===== src/core/ddi_defines.vh =====
// shared constants of the dual converter input front end
// assumes inclusion by bare name from the pipe and top design files of the block
`ifndef DDI_DEFINES_VH
`define DDI_DEFINES_VH

// sample word width, offset binary
`define DDI_DATA_W        12
// write strobe to converter output, in update clock edges
`define DDI_LATENCY       4
// output buffer depth, in words
`define DDI_FIFO_DEPTH    16
// strap level that selects dual-bus mode
`define DDI_MODE_DUAL     1'b1
// reset value of every sample register (code zero, minimum output)
`define DDI_SAMPLE_RST    12'h000
// reset value of the divided converter clock
`define DDI_DIVCLK_RST    1'b0
// buffered word layout: {q update, i update, q word, i word}
`define DDI_WORD_I_LSB    0
`define DDI_WORD_Q_LSB    12
`define DDI_WORD_UPD_I    24
`define DDI_WORD_UPD_Q    25
`define DDI_WORD_W        26

`endif


===== src/core/ddi_fifo.v =====
// synchronous first-in first-out buffer with valid and ready on both sides
// assumes one clock and a synchronous active-low reset
`timescale 1ns/1ps
`default_nettype none

module ddi_fifo #(
   parameter WIDTH = 26,                      // word width
   parameter DEPTH = 16,                      // number of words
   parameter AW    = 4                        // address width, log2 of depth
) (
   input  wire             clk_i,             // block clock
   input  wire             rst_n_i,           // synchronous reset, low active
   input  wire             in_valid_i,        // word offered on fill side
   output wire             in_ready_o,        // room for one more word
   input  wire [WIDTH-1:0] in_data_i,         // word to store
   output wire             out_valid_o,       // a word is waiting
   input  wire             out_ready_i,       // drain side takes the word
   output wire [WIDTH-1:0] out_data_o         // oldest stored word
);

   reg  [WIDTH-1:0] mem [0:DEPTH-1];          // storage flops
   reg  [AW-1:0]    wr_ptr;                   // next write slot
   reg  [AW-1:0]    rd_ptr;                   // oldest slot
   reg  [AW:0]      count;                    // words held
   wire             do_push;                  // accepted write
   wire             do_pop;                   // accepted read

   // full and empty come straight from the count, so both are exact
   assign in_ready_o  = (count != DEPTH[AW:0]);
   assign out_valid_o = (count != {(AW+1){1'b0}});
   assign do_push     = in_valid_i & in_ready_o;
   assign do_pop      = out_valid_o & out_ready_i;
   assign out_data_o  = mem[rd_ptr];

   // storage is written only, never reset: contents are masked by count
   always @(posedge clk_i)
   begin
      if (do_push)
      begin
         mem[wr_ptr] <= in_data_i;
      end
   end

   // pointers wrap naturally since depth is a power of two
   always @(posedge clk_i)
   begin
      if (!rst_n_i)
      begin
         wr_ptr <= {AW{1'b0}};
         rd_ptr <= {AW{1'b0}};
         count  <= {(AW+1){1'b0}};
      end
      else
      begin
         if (do_push)
         begin
            wr_ptr <= wr_ptr + 1'b1;
         end
         if (do_pop)
         begin
            rd_ptr <= rd_ptr + 1'b1;
         end
         if (do_push & ~do_pop)
         begin
            count <= count + 1'b1;
         end
         else if (do_pop & ~do_push)
         begin
            count <= count - 1'b1;
         end
      end
   end

endmodule // ddi_fifo

`default_nettype wire


===== src/core/ddi_pipe.v =====
// fixed-depth sample pipeline advanced by an enable pulse
// assumes one clock and a synchronous active-low reset
`timescale 1ns/1ps
`default_nettype none
`include "ddi_defines.vh"

module ddi_pipe #(
   parameter WIDTH = 12,                      // sample width
   parameter DEPTH = 4                        // stages between latch and output
) (
   input  wire             clk_i,             // block clock
   input  wire             rst_n_i,           // synchronous reset, low active
   input  wire             adv_i,             // one-cycle advance pulse
   input  wire [WIDTH-1:0] d_i,               // word entering first stage
   output wire [WIDTH-1:0] q_o                // word leaving last stage
);

   wire [WIDTH-1:0] tap [0:DEPTH];            // stage outputs, tap 0 is input

   assign tap[0] = d_i;
   assign q_o    = tap[DEPTH];

   genvar s;
   generate
      for (s = 0; s < DEPTH; s = s + 1)
      begin : g_stage
         reg [WIDTH-1:0] stage;               // one converter latch stage
         // every stage moves together, so latency is exactly depth edges
         always @(posedge clk_i)
         begin
            if (!rst_n_i)
            begin
               stage <= `DDI_SAMPLE_RST;
            end
            else if (adv_i)
            begin
               stage <= tap[s];
            end
         end
         assign tap[s+1] = stage;
      end
   endgenerate

endmodule // ddi_pipe

`default_nettype wire


===== src/core/ddi_top.v =====
// input front end of a dual-channel 12-bit converter: dual-bus and interleaved modes
// assumes every pin input is synchronous to clk_i and that strobes are far slower
// than clk_i, so each rising or falling edge is seen as a one-cycle pulse
`timescale 1ns/1ps
`default_nettype none
`include "ddi_defines.vh"

// Notes on behaviour
// sample reaches outputs four update edges later
// words taken with straight weight, top bit msb
// offset binary, code zero is minimum output
// strap high dual bus, low interleaved
// dual bus channels run fully independently; here both share one stall and one output buffer
// write rise latches, update clock moves latch
// host keeps write and clock periods equal
// interleaved words on channel one bus only
// select high feeds i latch, low q
// unselected latch recirculates its own value
// host sends words at twice update rate
// capture on write rise, forward on fall
// shared clock divided by two internally
// align reset holds divided clock low
// align reset fixes i and q pairing
// host stays within update rate limit
// first divided rise follows an i capture
module ddi_top #(
   parameter DATA_W     = `DDI_DATA_W,        // sample width
   parameter LATENCY    = `DDI_LATENCY,       // update edges from write to output
   parameter FIFO_DEPTH = `DDI_FIFO_DEPTH,    // output buffer depth
   parameter FIFO_AW    = 4                   // log2 of buffer depth
) (
   input  wire              clk_i,                    // block clock, 20 MHz
   input  wire              rst_n_i,                  // synchronous reset, low active
   input  wire              mode_dual_i,              // static strap, high dual bus
   input  wire [DATA_W-1:0] data_chan_one_i,          // channel one bus, shared bus in interleaved mode
   input  wire [DATA_W-1:0] data_chan_two_i,          // channel two bus
   input  wire              write_strobe_chan_one_i,  // channel one write strobe
   input  wire              write_strobe_chan_two_i,  // channel two write strobe
   input  wire              update_clock_chan_one_i,  // channel one update clock
   input  wire              update_clock_chan_two_i,  // channel two update clock
   input  wire              shared_write_strobe_i,    // interleaved write strobe
   input  wire              shared_update_clock_i,    // interleaved update clock
   input  wire              channel_select_i,         // high steers word to i
   input  wire              interleave_align_reset_i, // high holds divided clock low
   input  wire              out_ready_i,              // converter core takes a word
   output wire              out_valid_o,              // buffered word waiting
   output wire [DATA_W-1:0] out_data_i_o,             // buffered i word
   output wire [DATA_W-1:0] out_data_q_o,             // buffered q word
   output wire              out_upd_i_o,              // i word is fresh in this entry
   output wire              out_upd_q_o,              // q word is fresh in this entry
   output wire [DATA_W-1:0] conv_i_o,                 // i converter latch
   output wire [DATA_W-1:0] conv_q_o,                 // q converter latch
   output wire              conv_update_o,            // converter latches moved
   output wire              divided_converter_clock_o,// internal divided clock
   output wire              host_ready_o              // low while the block stalls
);

   // ---------------------------------------------------------------
   // strap and edge history
   // ---------------------------------------------------------------
   reg              mode_dual;                // registered strap level
   reg              wr1_prev;                 // last channel one strobe
   reg              wr2_prev;                 // last channel two strobe
   reg              ck1_prev;                 // last channel one clock
   reg              ck2_prev;                 // last channel two clock
   reg              wrs_prev;                 // last shared strobe
   reg              cks_prev;                 // last shared clock
   wire             wr1_rise;                 // channel one write edge
   wire             wr2_rise;                 // channel two write edge
   wire             ck1_rise;                 // channel one clock edge
   wire             ck2_rise;                 // channel two clock edge
   wire             wrs_rise;                 // shared write rising edge
   wire             wrs_fall;                 // shared write falling edge
   wire             cks_rise;                 // shared clock rising edge

   // the strap is static, so sampling it every cycle costs nothing and
   // keeps reset free of port values
   always @(posedge clk_i)
   begin
      if (!rst_n_i)
      begin
         mode_dual <= `DDI_MODE_DUAL;
         wr1_prev  <= 1'b0;
         wr2_prev  <= 1'b0;
         ck1_prev  <= 1'b0;
         ck2_prev  <= 1'b0;
         wrs_prev  <= 1'b0;
         cks_prev  <= 1'b0;
      end
      else
      begin
         mode_dual <= mode_dual_i;
         wr1_prev  <= write_strobe_chan_one_i;
         wr2_prev  <= write_strobe_chan_two_i;
         ck1_prev  <= update_clock_chan_one_i;
         ck2_prev  <= update_clock_chan_two_i;
         wrs_prev  <= shared_write_strobe_i;
         cks_prev  <= shared_update_clock_i;
      end
   end

   assign wr1_rise = write_strobe_chan_one_i & ~wr1_prev;
   assign wr2_rise = write_strobe_chan_two_i & ~wr2_prev;
   assign ck1_rise = update_clock_chan_one_i & ~ck1_prev;
   assign ck2_rise = update_clock_chan_two_i & ~ck2_prev;
   assign wrs_rise = shared_write_strobe_i & ~wrs_prev;
   assign wrs_fall = ~shared_write_strobe_i & wrs_prev;
   assign cks_rise = shared_update_clock_i & ~cks_prev;

   // ---------------------------------------------------------------
   // stall control from the output buffer
   // ---------------------------------------------------------------
   wire             fifo_in_ready;            // buffer has room
   reg              push_pend;                // a push is due this cycle
   wire             stall;                    // hold every latch still

   // a push follows each advance one cycle later; blocking an advance
   // while that push is pending keeps the buffer from overflowing
   assign stall        = ~fifo_in_ready | push_pend;
   assign host_ready_o = ~stall;

   // ---------------------------------------------------------------
   // divided converter clock for interleaved mode
   // ---------------------------------------------------------------
   reg              div_clk;                  // shared clock divided by two
   wire             div_rise;                 // divided clock about to rise

   // the rise is taken from the current phase so the pipes advance in
   // the same cycle the divided clock goes high
   assign div_rise = ~mode_dual & cks_rise & ~div_clk
                   & ~interleave_align_reset_i & ~stall;

   // align reset forces the low phase; the first shared clock edge after
   // release is then always a rising edge of the divided clock
   always @(posedge clk_i)
   begin
      if (!rst_n_i)
      begin
         div_clk <= `DDI_DIVCLK_RST;
      end
      else if (mode_dual)
      begin
         div_clk <= 1'b0;                          // unused in dual bus
      end
      else if (interleave_align_reset_i)
      begin
         div_clk <= 1'b0;
      end
      else if (cks_rise & ~stall)
      begin
         div_clk <= ~div_clk;
      end
   end

   assign divided_converter_clock_o = div_clk;

   // ---------------------------------------------------------------
   // input latches
   // ---------------------------------------------------------------
   reg [DATA_W-1:0] in_lat_i;                 // i or channel one input latch
   reg [DATA_W-1:0] in_lat_q;                 // q or channel two input latch
   reg [DATA_W-1:0] fwd_i;                    // i word handed to pipe
   reg [DATA_W-1:0] fwd_q;                    // q word handed to pipe
   reg [DATA_W-1:0] next_lat_i;               // next i latch value
   reg [DATA_W-1:0] next_lat_q;               // next q latch value

   // words are moved as plain bit vectors: the top bit stays the msb and
   // no recoding happens, so offset binary reaches the core untouched
   always @*
   begin
      next_lat_i = in_lat_i;
      next_lat_q = in_lat_q;
      if (mode_dual)
      begin
         if (wr1_rise & ~stall)
         begin
            next_lat_i = data_chan_one_i;
         end
         if (wr2_rise & ~stall)
         begin
            next_lat_q = data_chan_two_i;
         end
      end
      else if (wrs_rise & ~stall)
      begin
         // only the channel one bus is looked at here
         if (channel_select_i)
         begin
            next_lat_i = data_chan_one_i;
            next_lat_q = in_lat_q;
         end
         else
         begin
            next_lat_q = data_chan_one_i;
            next_lat_i = in_lat_i;
         end
      end
   end

   // latch update on the write rising edge, interleaved forwarding on the write falling edge
   always @(posedge clk_i)
   begin
      if (!rst_n_i)
      begin
         in_lat_i <= `DDI_SAMPLE_RST;
         in_lat_q <= `DDI_SAMPLE_RST;
         fwd_i    <= `DDI_SAMPLE_RST;
         fwd_q    <= `DDI_SAMPLE_RST;
      end
      else
      begin
         in_lat_i <= next_lat_i;
         in_lat_q <= next_lat_q;
         if (~mode_dual & wrs_fall & ~stall)
         begin
            fwd_i <= in_lat_i;
            fwd_q <= in_lat_q;
         end
      end
   end

   // ---------------------------------------------------------------
   // converter pipelines, one per channel
   // ---------------------------------------------------------------
   wire [1:0]        adv;                     // per channel advance pulse
   wire [DATA_W-1:0] pipe_in  [0:1];          // word entering each pipe
   wire [DATA_W-1:0] pipe_out [0:1];          // converter latch of each pipe

   // dual bus: each channel follows its own clock; interleaved: both
   // follow the divided clock, which is what keeps i and q paired.
   // the host is expected to have made its i capture before that edge
   assign adv[0] = mode_dual ? (ck1_rise & ~stall) : div_rise;
   assign adv[1] = mode_dual ? (ck2_rise & ~stall) : div_rise;
   assign pipe_in[0] = mode_dual ? in_lat_i : fwd_i;
   assign pipe_in[1] = mode_dual ? in_lat_q : fwd_q;

   genvar c;
   generate
      for (c = 0; c < 2; c = c + 1)
      begin : g_chan
         // write edge to output is fixed at latency edges in both modes
         ddi_pipe #(
            .WIDTH (DATA_W),
            .DEPTH (LATENCY)
         ) u_pipe (
            .clk_i   (clk_i),
            .rst_n_i (rst_n_i),
            .adv_i   (adv[c]),
            .d_i     (pipe_in[c]),
            .q_o     (pipe_out[c])
         );
      end
   endgenerate

   assign conv_i_o = pipe_out[0];
   assign conv_q_o = pipe_out[1];

   // ---------------------------------------------------------------
   // hand the fresh converter words to the output buffer
   // ---------------------------------------------------------------
   reg  [1:0]               adv_d;            // which channels just moved
   wire [`DDI_WORD_W-1:0]   push_word;        // assembled buffer word
   wire [`DDI_WORD_W-1:0]   pop_word;         // word leaving buffer

   // a pending push is one cycle after an advance; stall blocks a
   // second advance meanwhile, so at most one push is ever in flight
   always @(posedge clk_i)
   begin
      if (!rst_n_i)
      begin
         adv_d     <= 2'b00;
         push_pend <= 1'b0;
      end
      else
      begin
         adv_d     <= adv;
         push_pend <= |adv;
      end
   end

   assign conv_update_o = push_pend;
   assign push_word     = {adv_d[1], adv_d[0], pipe_out[1], pipe_out[0]};

   ddi_fifo #(
      .WIDTH (`DDI_WORD_W),
      .DEPTH (FIFO_DEPTH),
      .AW    (FIFO_AW)
   ) u_fifo (
      .clk_i       (clk_i),
      .rst_n_i     (rst_n_i),
      .in_valid_i  (push_pend),
      .in_ready_o  (fifo_in_ready),
      .in_data_i   (push_word),
      .out_valid_o (out_valid_o),
      .out_ready_i (out_ready_i),
      .out_data_o  (pop_word)
   );

   assign out_data_i_o = pop_word[`DDI_WORD_I_LSB +: DATA_W];
   assign out_data_q_o = pop_word[`DDI_WORD_Q_LSB +: DATA_W];
   assign out_upd_i_o  = pop_word[`DDI_WORD_UPD_I];
   assign out_upd_q_o  = pop_word[`DDI_WORD_UPD_Q];

endmodule // ddi_top

`default_nettype wire


===== config.mk =====
export PLATFORM = sky130hd
export DESIGN_NAME = ddi_top
export DESIGN_NICKNAME = d
export VERILOG_FILES = /design/src/core/ddi_fifo.v /design/src/core/ddi_pipe.v /design/src/core/ddi_top.v
export VERILOG_INCLUDE_DIRS = /design/src /design/src/core
export SDC_FILE = /design/constraint.sdc
export NUM_CORES = 1
export LEC_CHECK = 0
export BUFFER_PORTS_ARGS = -buffer_cell sky130_fd_sc_hd__buf_4
export CORE_ASPECT_RATIO = 0.6
export CORE_MARGIN = 2
export CORE_UTILIZATION = 45
export DETAILED_ROUTE_END_ITERATION = 10
export GPL_ROUTABILITY_DRIVEN = 0
export PLACE_DENSITY = 0.73
export REMOVE_ABC_BUFFERS = 1
export SYNTH_ARGS = -nofsm -noshare
export SYNTH_HDL_FRONTEND = slang
export SYNTH_SLANG_ARGS = --single-unit

===== constraint.sdc =====
create_clock -name clk_i -period 2.45 [get_ports clk_i]
set_input_delay 0.1225 -clock clk_i [delete_from_list [all_inputs] [get_ports clk_i]]
set_output_delay 0.1225 -clock clk_i [all_outputs]
set_load 0.02 [all_outputs]

==> metrics.txt <==
status finished, violations left; failing checks negative setup slack; clock latency on the worst-skew pair 580 ps; worst path arrival time 2390 ps; CP max FO 7; CTS Buf Count 50; Tmin final 2511 ps; Initial DRC Count 1314; Slew Limit Headroom 28.34%; synthesized area per cell 16.66 um2; Yosys top cell by area edfxtp_1; largest cells by area after synthesis edfxtp_1, dfxtp_1, mux4_2; Crit Path Class flip-flop to output port; clock tree buffer depth 3; multiplexer share of the synthesized area 16.61%; first-pass GRT wire length 75930 um; Internal Power 17.83 mW; post-synthesis sequential area ratio 70.69%; starting density of the core 45.61%; worst hold path class input port to flip-flop; drt total wl 50800 um; final setup violation count 20; Final WS setup -61.45 ps; static leakage 9.787 nW; clock sink total 588; H-tree levels 2; Post-Synthesis Cells 1353; Hold WS 40.64 ps; CTS clk-pin slew, worst paths 70 ps; number of diodes 0; Synth Area in Simple Gates 6.256%; gr usage total 19.38%; crit share post-route 102.5%; register share of total power 46.0%; library cells used by synthesis 51; Compound-Gate Fraction of Synth Area 3.569%; Worst Setup End Kind output port; Vias 12481; critical path launch point type flip-flop; vias in the first global route 12638; die area 0.05196 mm2; clk_skew 26.15 ps; post-layout util 54.87%; Ys Warns 0; Net Switching 6.007 mW; worst reg2reg endpoint u_fifo.count[4]; Hold Crit Depth 4; combinational power share 19.8%; Clk pwr share 34.2%; Pwr Density 879.0 mW/mm2; combinational family with the most area after synthesis multiplexers; CTS tree done; antenna violations before repair 0; Worst Max-Slew Pin Slew 1072 ps; fraction of the mapped netlist area in adder cells 0.5884%; Yosys top cell area share 55.42%; Critical Path End out_data_i_o[2]; DRT Pass-1 Iters 5; Critical Path Most Common Cell buf_6; total chip power 23.84 mW; HPWL after detailed placement 27990 um; Area growth syn-to-layout 20.30%; crit-path max cell delay 510 ps; worst-path cell chain buf_12 > buf_16 > buf_6 > mux4_2 > a22oi_2 > nand2_1 > buf_6; max cap viols 0; R2R Path Start u_fifo.count[3]; Setup TNS -724.6 ps; Core Region 0.04942 mm2; Ports 90; pin count of the biggest net entering global routing 57; Peak Freq 398.2 MHz; Synth Cell Area 0.02254 mm2; final hold vios 0; CTS root buf clkbuf_16; detailed-route wire length per cell 22.92 um; CP required 2330 ps; unrepaired setup endpoints after global routing yes; Slew Viols, Final 0; Std-Cell Rows 63; flop2flop setup slack 40 ps; worst vdd ir 564.3 uV; Seq cells post-synth 588; XOR/XNOR Fraction of Synth Area 0.2720%; DIE WIDTH 292.9 um; pre-CTS WS -63.57 ps; Slowest cell on crit path mux4_2; Vias per Instance 5.630; layout cell share with drive strength beyond 1 28.97%; R2R cell count 10; Sw Ratio 25.20%; Overflow after GRT 0; Routed Antenna Nets 0; die extent in y 177.4 um; DR DRC count 0; nets@finish 1573; PortBufs 89
[metrics by stage]
step,std cells,instance area (um2)
floorplan,1269,22120
global placement,2070,24270
detailed placement,2070,24270
CTS,2208,26780
global route,2217,27120
finish,2217,27120
[final cells by class]
type / count / area, um2
Timing Repair Buffer: 204 / 2180
Tap cell: 650 / 813.3
Clock inverter: 29 / 312.8
Inverter: 9 / 36.28
Fill cell: 3748 / 22310
Clock buffer: 63 / 1371
Sequential cell: 588 / 15950
Multi-Input combinational cell: 674 / 6459
[logic make-up after synthesis]
family | count (synthesis)
buf+inv | 93
simple gates | 306
flops | 588
compound gates | 108
xor+xnor | 7
fa+ha+maj | 10
mux | 241
[how the worst min path moves through the flow]
| stage | start | endpoint | slack, ps |
|---|---|---|---|
| 2_1_floorplan | rst_n_i | mode_dual | 200 |
| 3_3_place_gp | interleave_align_reset_i | divided_converter_clock_o | 290 |
| 3_5_place_dp | interleave_align_reset_i | divided_converter_clock_o | 300 |
| 4_1_cts | data_chan_two_i[4] | in_lat_q[4] | 6 |
| 5_1_grt | data_chan_two_i[4] | in_lat_q[4] | 50 |
| 6_report | data_chan_two_i[4] | in_lat_q[4] | 40 |
[cell usage in the layout, fill, tap and decap left out, types with 10 or more instances in the layout]
cell type and n:
o21ai_0 22, mux2_2 24, a22oi_1 17, nand3_1 51
edfxtp_1 416, dlygate4sd3_1 32, o211a_1 13, and2_1 26
mux2i_1 113, nand2_2 12, buf_4 112, buf_12 17
clkbuf_16 54, a22oi_2 35, clkinv_2 10, mux4_2 104
buf_6 26, dfxtp_1 168, nand2_1 179
[state kept, by name, indices dropped and copies added (netlist names), 2 cells and up, named ones only]
| register | flops |
|---|---|
| u_fifo.mem | 416 |
| g_chan.u_pipe.g_stage.stage | 72 |
| g_chan.u_pipe.q_o | 24 |
| fwd_i | 12 |
| fwd_q | 12 |
| in_lat_i | 12 |
| in_lat_q | 12 |
| u_fifo.count | 5 |
| u_fifo.rd_ptr | 4 |
| u_fifo.wr_ptr | 4 |
| adv_d | 2 |
[worst max-delay path: cells and delay by family (launching register included)]
family	cells	cell delay, ps
AO/OA/AOI/OAI	1	240
multiplexers	1	510
buffers and inverters	4	570
flip-flops	1	370
AND/OR/NAND/NOR	1	100
[what timing repair did]
action                     CTS  global route
hold endpoints to repair    43             0
resized for setup           64            48
buffers inserted             8             4
setup endpoints to repair   27            58
cloned                       6             5
hold buffers                32             0
pin swaps                   24            34
[cells in the mapped netlist, drive strengths merged]
cell,count
o21a,2
ha,9
nand2,191
and3b,2
nand4bb,1
mux4,104
clkbuf,42
o211a,13
nand4b,1
mux2i,113
a22oi,52
nor3,1
a21o,1
buf,42
a31oi,1
nor3b,2
fa,1
nor4b,1
xnor2,6
nand3b,4
xor2,1
nor2b,6
mux2,24
or4b,2
o211ai,2
nor4,1
edfxtp,416
a21oi,5
nand3,53
a221oi,2
dfxtp,172
nand4,1
and3,2
a211oi,2
nand2b,3
or3,1
or4,1
and2,26
o21ai,28
inv,9
nor2,7
[power by group through the flow]
stage,clock network (mW),logic (mW),registers (mW)
floorplan,0,2.20,11.5
global placement,0,3.69,11.2
detailed placement,0,3.74,11.2
CTS,8.27,4.43,11.0
global route,8.71,5.02,11.0
finish,8.15,4.73,11.0
[per-layer routing]
metal | share of wire, % | GRT usage (%) | routed length [um] | vias up
li1 | - | - | - | 5555
met1 | 44 | 28.03 | 22330 | 6449
met2 | 46 | 30.06 | 23360 | 425
met3 | 8.8 | 4.884 | 4447 | 52
met4 | 1.3 | 3.718 | 659 | 0
met5 | 0 | 0 | 0 | -
(Power assumes the default switching activity.)
